===== src/tsa_pkg.sv =====
// Constants for the time slot assigner
//
// Contract
// - Slot field top bit set keeps strobe inactive
// - Mode 2: action 11 disables, else assigns
// - Mode 2: three-bit select, top bit receive
// - Strobes rise on falling bit clock edge
// - Select rising edge loads, next whole slot
// - Counter zeroes at frame start, steps every 8
// - Slot-active pulls low on active strobes; receive strobes pull it in mode 2 only
package tsa_pkg;
  localparam int WORD_BITS = 8;
  localparam int SLOT_BITS = 6;
  localparam int CHAN_COUNT = 4;
  localparam int BITS_PER_SLOT = 8;
  localparam int DISABLE_POS = 5;
  localparam int ACT_RX_POS = 6;
  localparam int ACT_TX_POS = 7;
  localparam int SEL_RX_POS = 2;
  localparam logic [5:0] SLOT_OFF = 6'h20;
  localparam logic [2:0] BIT_LAST = 3'h7;
  localparam logic [5:0] SLOT_MAX = 6'h3f;
  localparam logic [1:0] ACT_BOTH = 2'h0;
  localparam logic [1:0] ACT_TX = 2'h1;
  localparam logic [1:0] ACT_RX = 2'h2;
  localparam logic [1:0] ACT_OFF = 2'h3;
endpackage


===== src/tsa_assigner.sv =====
// Time slot assigner: serial control load, slot counters, strobes
module tsa_assigner (
  // Clock and reset
  input wire logic mclk_i,
  input wire logic rst_i,
  input wire logic ce_i,
  // Mode: high is mode 1, low is mode 2
  input wire logic mode1_i,
  // Serial control port, all pins
  input wire logic control_serial_in_i,
  input wire logic control_shift_clock_i,
  input wire logic load_select_n_i,
  input wire logic channel_sel_bit0_i,
  input wire logic channel_sel_bit1_i,
  input wire logic channel_sel_bit2_i,
  // Frame timing pins
  input wire logic bit_clock_i,
  input wire logic transmit_frame_start_i,
  input wire logic receive_frame_start_i,
  // Strobes
  output logic [3:0] transmit_slot_strobe_o,
  output logic [3:0] receive_slot_strobe_o,
  // Open-drain slot active: output always low, enable pulls
  output logic slot_active_n_o,
  output logic slot_active_n_oe_o
);

  // ******************************
  // Input synchronisers
  // ******************************
  localparam int NSYNC = 9;
  logic [NSYNC-1:0] sync1, sync2, prev;
  logic [NSYNC-1:0] next_sync1, next_sync2, next_prev;
  logic [NSYNC-1:0] pins;
  assign pins = {mode1_i, control_serial_in_i, control_shift_clock_i,
    load_select_n_i, channel_sel_bit2_i, channel_sel_bit1_i,
    channel_sel_bit0_i, transmit_frame_start_i, receive_frame_start_i};
  // Pin order in the vectors
  localparam int P_MODE = 8, P_DIN = 7, P_CCLK = 6, P_SEL = 5, P_CH2 = 4;
  localparam int P_CH1 = 3, P_CH0 = 2, P_XS = 1, P_RS = 0;
  // Select and control clock idle high: reset to that level so the
  // release of reset shows no false select rise or clock fall
  localparam logic [NSYNC-1:0] SYNC_IDLE =
    NSYNC'((1 << P_SEL) | (1 << P_CCLK));

  logic bclk_s1, bclk_s2, bclk_prev, next_bclk_s1, next_bclk_s2;
  logic next_bclk_prev;

  always_comb begin
    next_sync1 = pins;
    next_sync2 = sync1;
    next_prev = sync2;
    next_bclk_s1 = bit_clock_i;
    next_bclk_s2 = bclk_s1;
    next_bclk_prev = bclk_s2;
  end

  always_ff @(posedge mclk_i or posedge rst_i) begin
    if (rst_i) begin
      sync1 <= SYNC_IDLE;
      sync2 <= SYNC_IDLE;
      prev <= SYNC_IDLE;
      bclk_s1 <= 1'b0;
      bclk_s2 <= 1'b0;
      bclk_prev <= 1'b0;
    end else if (ce_i) begin
      sync1 <= next_sync1;
      sync2 <= next_sync2;
      prev <= next_prev;
      bclk_s1 <= next_bclk_s1;
      bclk_s2 <= next_bclk_s2;
      bclk_prev <= next_bclk_prev;
    end
  end

  logic bclk_fall, cclk_fall, sel_rise, mode1;
  assign bclk_fall = bclk_prev & ~bclk_s2;
  assign cclk_fall = prev[P_CCLK] & ~sync2[P_CCLK];
  assign sel_rise = ~prev[P_SEL] & sync2[P_SEL];
  assign mode1 = sync2[P_MODE];
  // Frame starts count on their rising edge only
  logic xs_rise, rs_rise;
  assign xs_rise = ~prev[P_XS] & sync2[P_XS];
  assign rs_rise = ~prev[P_RS] & sync2[P_RS];

  // ******************************
  // Serial load and assignment registers
  // ******************************
  logic [7:0] shreg, next_shreg;
  logic [5:0] tx_asg [4], rx_asg [4];
  logic [5:0] next_tx_asg [4], next_rx_asg [4];
  logic [1:0] act;
  logic [2:0] chan;
  logic do_tx, do_rx;
  assign act = {shreg[tsa_pkg::ACT_TX_POS], shreg[tsa_pkg::ACT_RX_POS]};
  assign chan = {sync2[P_CH2], sync2[P_CH1], sync2[P_CH0]};

  always_comb begin
    next_shreg = shreg;
    // Shift only while select is low, first bit ends at the top
    if (cclk_fall && !sync2[P_SEL]) begin
      next_shreg = {shreg[6:0], sync2[P_DIN]};
    end
    next_tx_asg = tx_asg;
    next_rx_asg = rx_asg;
    do_tx = 1'b0;
    do_rx = 1'b0;
    if (sel_rise) begin
      if (mode1) begin
        do_tx = (act == tsa_pkg::ACT_BOTH) || (act == tsa_pkg::ACT_TX)
          || (act == tsa_pkg::ACT_OFF);
        do_rx = (act == tsa_pkg::ACT_BOTH) || (act == tsa_pkg::ACT_RX)
          || (act == tsa_pkg::ACT_OFF);
      end else begin
        do_tx = !chan[tsa_pkg::SEL_RX_POS];
        do_rx = chan[tsa_pkg::SEL_RX_POS];
      end
      // Disable is stored as SLOT_OFF, whose set top bit keeps it from ever matching
      if (do_tx) begin
        next_tx_asg[chan[1:0]] = (act == tsa_pkg::ACT_OFF) ?
          tsa_pkg::SLOT_OFF : shreg[5:0];
      end
      if (do_rx) begin
        next_rx_asg[chan[1:0]] = (act == tsa_pkg::ACT_OFF) ?
          tsa_pkg::SLOT_OFF : shreg[5:0];
      end
    end
  end

  always_ff @(posedge mclk_i or posedge rst_i) begin
    if (rst_i) begin
      shreg <= '0;
      for (int i = 0; i < tsa_pkg::CHAN_COUNT; i++) begin
        tx_asg[i] <= tsa_pkg::SLOT_OFF;
        rx_asg[i] <= tsa_pkg::SLOT_OFF;
      end
    end else if (ce_i) begin
      shreg <= next_shreg;
      tx_asg <= next_tx_asg;
      rx_asg <= next_rx_asg;
    end
  end

  // ******************************
  // Slot counters and strobes
  // ******************************
  // Slot counters saturate so slots past the frame length never match
  logic [5:0] tx_slot, rx_slot, next_tx_slot, next_rx_slot;
  logic [2:0] tx_bit, rx_bit, next_tx_bit, next_rx_bit;
  logic tx_run, rx_run, next_tx_run, next_rx_run;
  logic tx_arm, rx_arm, next_tx_arm, next_rx_arm;
  logic [3:0] next_fsx, next_fsr;
  logic next_act_oe;

  function automatic logic [3:0] match(input logic [5:0] slot,
      input logic [5:0] asg0, input logic [5:0] asg1,
      input logic [5:0] asg2, input logic [5:0] asg3);
    logic [3:0] m;
    m[0] = !asg0[tsa_pkg::DISABLE_POS] && (asg0 == slot);
    m[1] = !asg1[tsa_pkg::DISABLE_POS] && (asg1 == slot);
    m[2] = !asg2[tsa_pkg::DISABLE_POS] && (asg2 == slot);
    m[3] = !asg3[tsa_pkg::DISABLE_POS] && (asg3 == slot);
    return m;
  endfunction

  always_comb begin
    next_tx_slot = tx_slot;
    next_rx_slot = rx_slot;
    next_tx_bit = tx_bit;
    next_rx_bit = rx_bit;
    next_tx_run = tx_run;
    next_rx_run = rx_run;
    // Arm on a rising frame start, act on the next falling bit clock;
    // a start held across that fall must not restart the count again
    next_tx_arm = tx_arm | xs_rise;
    next_rx_arm = rx_arm | rs_rise;
    next_fsx = transmit_slot_strobe_o;
    next_fsr = receive_slot_strobe_o;
    if (bclk_fall) begin
      if (tx_arm || xs_rise) begin
        next_tx_slot = '0;
        next_tx_bit = '0;
        next_tx_run = 1'b1;
        next_tx_arm = 1'b0;
      end else if (tx_run) begin
        next_tx_bit = tx_bit + 3'h1;
        if (tx_bit == tsa_pkg::BIT_LAST && tx_slot != tsa_pkg::SLOT_MAX) begin
          next_tx_slot = tx_slot + 6'h01;
        end
      end
      if (rx_arm || rs_rise) begin
        next_rx_slot = '0;
        next_rx_bit = '0;
        next_rx_run = 1'b1;
        next_rx_arm = 1'b0;
      end else if (rx_run) begin
        next_rx_bit = rx_bit + 3'h1;
        if (rx_bit == tsa_pkg::BIT_LAST && rx_slot != tsa_pkg::SLOT_MAX) begin
          next_rx_slot = rx_slot + 6'h01;
        end
      end
      // Strobes change only at slot boundaries, so a new load waits
      // for the next whole slot
      if (next_tx_bit == '0) begin
        next_fsx = next_tx_run ? match(next_tx_slot, tx_asg[0],
          tx_asg[1], tx_asg[2], tx_asg[3]) : 4'h0;
      end
      // Mode 2 times every strobe from the transmit frame
      if ((mode1 ? next_rx_bit : next_tx_bit) == '0) begin
        if (mode1) begin
          next_fsr = next_rx_run ? match(next_rx_slot, rx_asg[0],
            rx_asg[1], rx_asg[2], rx_asg[3]) : 4'h0;
        end else begin
          next_fsr = next_tx_run ? match(next_tx_slot, rx_asg[0],
            rx_asg[1], rx_asg[2], rx_asg[3]) : 4'h0;
        end
      end
    end
    next_act_oe = (|next_fsx) || (!mode1 && (|next_fsr));
  end

  always_ff @(posedge mclk_i or posedge rst_i) begin
    if (rst_i) begin
      tx_slot <= '0;
      rx_slot <= '0;
      tx_bit <= '0;
      rx_bit <= '0;
      tx_run <= 1'b0;
      rx_run <= 1'b0;
      tx_arm <= 1'b0;
      rx_arm <= 1'b0;
      transmit_slot_strobe_o <= '0;
      receive_slot_strobe_o <= '0;
      slot_active_n_oe_o <= 1'b0;
      slot_active_n_o <= 1'b0;
    end else if (ce_i) begin
      tx_slot <= next_tx_slot;
      rx_slot <= next_rx_slot;
      tx_bit <= next_tx_bit;
      rx_bit <= next_rx_bit;
      tx_run <= next_tx_run;
      rx_run <= next_rx_run;
      tx_arm <= next_tx_arm;
      rx_arm <= next_rx_arm;
      transmit_slot_strobe_o <= next_fsx;
      receive_slot_strobe_o <= next_fsr;
      slot_active_n_oe_o <= next_act_oe;
      slot_active_n_o <= 1'b0;
    end
  end
endmodule


===== config.mk =====
export PLATFORM = sky130hd
export DESIGN_NAME = tsa_assigner
export DESIGN_NICKNAME = d
export VERILOG_FILES = /design/src/tsa_pkg.sv /design/src/tsa_assigner.sv
export SDC_FILE = /design/constraint.sdc
export NUM_CORES = 1
export LEC_CHECK = 0
export CORE_MARGIN = 5
export CORE_UTILIZATION = 30
export CTS_BUF_LIST = sky130_fd_sc_hd__clkbuf_8 sky130_fd_sc_hd__clkbuf_16
export CTS_CLUSTER_DIAMETER = 60
export CTS_CLUSTER_SIZE = 12
export DETAILED_ROUTE_END_ITERATION = 7
export DONT_BUFFER_PORTS = 1
export GPL_ROUTABILITY_DRIVEN = 0
export PLACE_DENSITY = 0.53
export SYNTH_ARGS = -nofsm -noshare
export SYNTH_HDL_FRONTEND = slang
export SYNTH_SLANG_ARGS = --single-unit

===== constraint.sdc =====
create_clock -name mclk_i -period 3.7 [get_ports mclk_i]
set_input_delay 0.37 -clock mclk_i [delete_from_list [all_inputs] [get_ports mclk_i]]
set_output_delay 0.37 -clock mclk_i [all_outputs]
set_load 0.005 [all_outputs]

==> results by group <==
Outcome
  • Status: finished clean

CTS
  • Total CTS buffers: 9
  • Hold-fix buffers, CTS: 0
  • Num Clock Sinks: 112
  • Root Driver: clkbuf_16
  • Clock H-tree levels: 3
  • Clk slew on worst S/H paths: about 0.07 ns
  • CTS tree: done
  • CTS resizes: 0
  • Max Root-Sink Buffers: 2
  • Worst-Skew Late Latency: between 0.3 and 0.4 ns
  • Setup bufs post-CTS: 0

Floorplan
  • FP Rows: 49
  • Initial Utilization: 30.71%
  • Core area: 0.01815 mm^2
  • Chip Height: between 100 and 150 um
  • I/O pin cnt: 23
  • Die span in x: between 100 and 150 um
  • Total die area: ~0.021 mm^2

Place
  • HPWL after DPL: 9.139 mm
  • Post-Place Cell Area: a little under 0.006 mm^2
  • Inst Count DP: 737
  • Number of I/O port buffers: 0

Detailed routing
  • Initial drt markers: between 200 and 250
  • Routed Antenna Nets: 0
  • DR pass1 iterations: 4
  • Via count: about 3800
  • Vias per std cell: roughly 5.0
  • Wire per inst: around 17 um
  • Total routed wirelength: 12.66 mm
  • Drc violations: 0

Logic synthesis
  • Yosys top cell by area: dfrtp_1
  • Most numerous cell in the Yosys netlist: dfrtp_1
  • Register area share after synthesis: between 50% and 60%
  • Commonest cells in the synthesized netlist: 98 x dfrtp_1, 66 x nand2_1, 52 x mux2_2
  • Mapped Cells: about 520
  • Primary FF master, synth: dfrtp_1
  • Cell Area, Synth: 0.005573 mm^2
  • Post-synth top area share: between 40% and 50%
  • Yosys reg bits: 112
  • Post-synthesis async set-or-reset flop share: 100.0%
  • Syn_nets: around 540
  • Top area cells in the synthesized netlist: dfrtp_1 44%, mux2_2 11%, dfstp_2 6.6%, nand2_1 4.4%, xor2_1 4.4%
  • Average cell area after synthesis: between 10 and 15 um^2
  • Post-synth EDFFs: 0
  • YS warnings: 0
  • Synth cell types: 61

STA
  • Worst Skew: 0.009977 ns
  • Final hold violation count: 0
  • Fmax: between 300 and 400 MHz
  • Final setup viols: 0
  • Slew @ Worst Pin: 1.163 ns
  • RSZ-0062 raised after global routing: false
  • Setup TNS: 0 ns
  • Tcrit/Tclk final: around 86%
  • Slew HR: 21.87%
  • Minimum clock period: 3.191 ns
  • Max Slew Vio Count: 0

Global route
  • Largest net degree at the start of global routing: roughly 90
  • GRT overflow: 0
  • Vias in the first global route: slightly below 4000
  • Total track usage: 12.30%
  • Initial antenna violation count: 0
  • First-pass GRT wire length: about 21 mm

Power and ir drop
  • Static Leak: 0.002674 uW
  • Max rail drop VDD: 0.0003215 V
  • Sw power: 1256 uW
  • Tot Pwr: around 3800 uW
  • Pwr dens: 622.4 mW/mm^2
  • Clk pwr share: around a quarter
  • Internal power: ~2600 uW
  • Seq pwr share: between 40% and 50%
  • Net Sw Frac: 32.99%
  • Comb power frac: between 20% and 30%

Final layout
  • Nets: approximately 540
  • Fin cells: about 750
  • Post-layout util: around 34%
  • Post-route cell area: 0.006117 mm^2
  • Fraction of layout cells with a size suffix above 1: between 15 and 20%
  • Area growth, synth to finish: 9.767%
  • Antenna cells: 0
  • FILL cells: 1812

Hold path
  • Worst Hold Class: in2reg
  • Hold depth: 1

Worst setup path
  • Critical path class: reg2reg
  • Worst Setup End Kind: flop
  • Nature of the critical path startpoint: flop
  • R2R cell count: 11
  • Worst-path fanout max: 9
  • CP required: 4.00 ns
  • WP data arrival: roughly 3.5 ns

Flow run
  • Max_cap viols: 0
-- per-layer routing --
layer | global-route usage, % | up-vias | share of wire (%)
met5 | 0 | - | 0
li1 | - | 1838 | -
met4 | 3.434 | 0 | 1.1
met3 | 4.029 | 14 | 5.3
met2 | 20.17 | 62 | 47
met1 | 15.63 | 1869 | 46
-- cells in the final DEF, fill, tap and decap left out, types with 6 or more instances in the layout --
cell / count
a21oi_1: 22
a31oi_1: 6
and2_1: 9
buf_4: 8
clkbuf_16: 9
dfrtp_1: 98
dfstp_2: 14
ha_1: 6
inv_1: 10
mux2_2: 52
nand2_1: 66
nand3_1: 10
nor2_1: 29
nor3_1: 15
o21ai_0: 41
o21ai_1: 6
xnor2_1: 27
xor2_1: 28
-- logic make-up after synthesis --
family	Yosys count	synth area share, %
muxes	53	10.69
AOI/OAI and AO/OA	108	12.80
DFF	112	50.61
adders and majority gates	6	1.347
buffers and inverters	26	2.223
and+or+nand+nor	158	13.63
xor gates and xnor gates	55	8.644
other	1	0.06729
-- path summary, 6_finish.rpt --
path                       slack, ns       start                       end
max in group asynchronous       2.64       rst_i                tx_asg[23]
setup / recovery                0.51   tx_bit[0]        slot_active_n_oe_o
hold / removal                  0.13        ce_i  receive_slot_strobe_o[2]
hold reg to reg                 0.49  tx_asg[23]                tx_asg[23]
min in group asynchronous       0.17       rst_i                 rx_bit[0]
setup reg to reg                0.51   tx_bit[0]        slot_active_n_oe_o
-- registers in the layout, summed over array words and instances, names as in the netlist, 3 cells and up --
signal / count
transmit_slot_strobe_o: 4
tx_slot: 6
rx_slot: 6
tx_bit: 3
receive_slot_strobe_o: 4
next_sync2: 9
tx_asg: 24
prev: 4
rx_asg: 24
next_prev: 9
shreg: 8
rx_bit: 3
-- power groups by stage --
stage                     sequential (uW)  clock, uW  combinational [uW]
after floorplan                      1780          0                 761
after global placement               1890          0                 938
after detailed placement             1910          0                 958
after CTS                            1880       1000                 966
after global routing                 1930       1050                1080
final                                1880        964                 961
-- per-stage QoR --
stage	setup WS (ns)	hold slack [ns]
5_1_grt	0.3422	0.1025
2_1_floorplan	0.3942	0.4492
3_5_place_dp	0.5364	0.4687
3_3_place_gp	0.6763	0.4748
6_report	0.5094	0.1289
4_1_cts	0.5188	0.08881
-- critical path: stages (launching register included) --
cell and delay [ns]:
dfrtp_1 0.41, ha_1 0.17, ha_1 0.20, and4_4 0.27
a21oi_2 0.06, a311o_1 0.53, xnor2_1 0.21, or4_1 0.54
o41ai_1 0.30, a31oi_1 0.12, a41oi_2 0.19, o22a_1 0.14
-- final cells by class --
cell class | count | area [um^2] | area share (%)
flip-flops and latches | 112 | 2820 | 46.10
multi-input cells | 381 | 2629 | 42.97
well taps | 229 | 286.5 | 4.684
clock buffers | 10 | 239.0 | 3.907
repair buffers | 8 | 60.06 | 0.9818
clock inverters | 6 | 53.80 | 0.8795
inverters | 7 | 28.78 | 0.4704
Power figures use the tool's default switching activity.
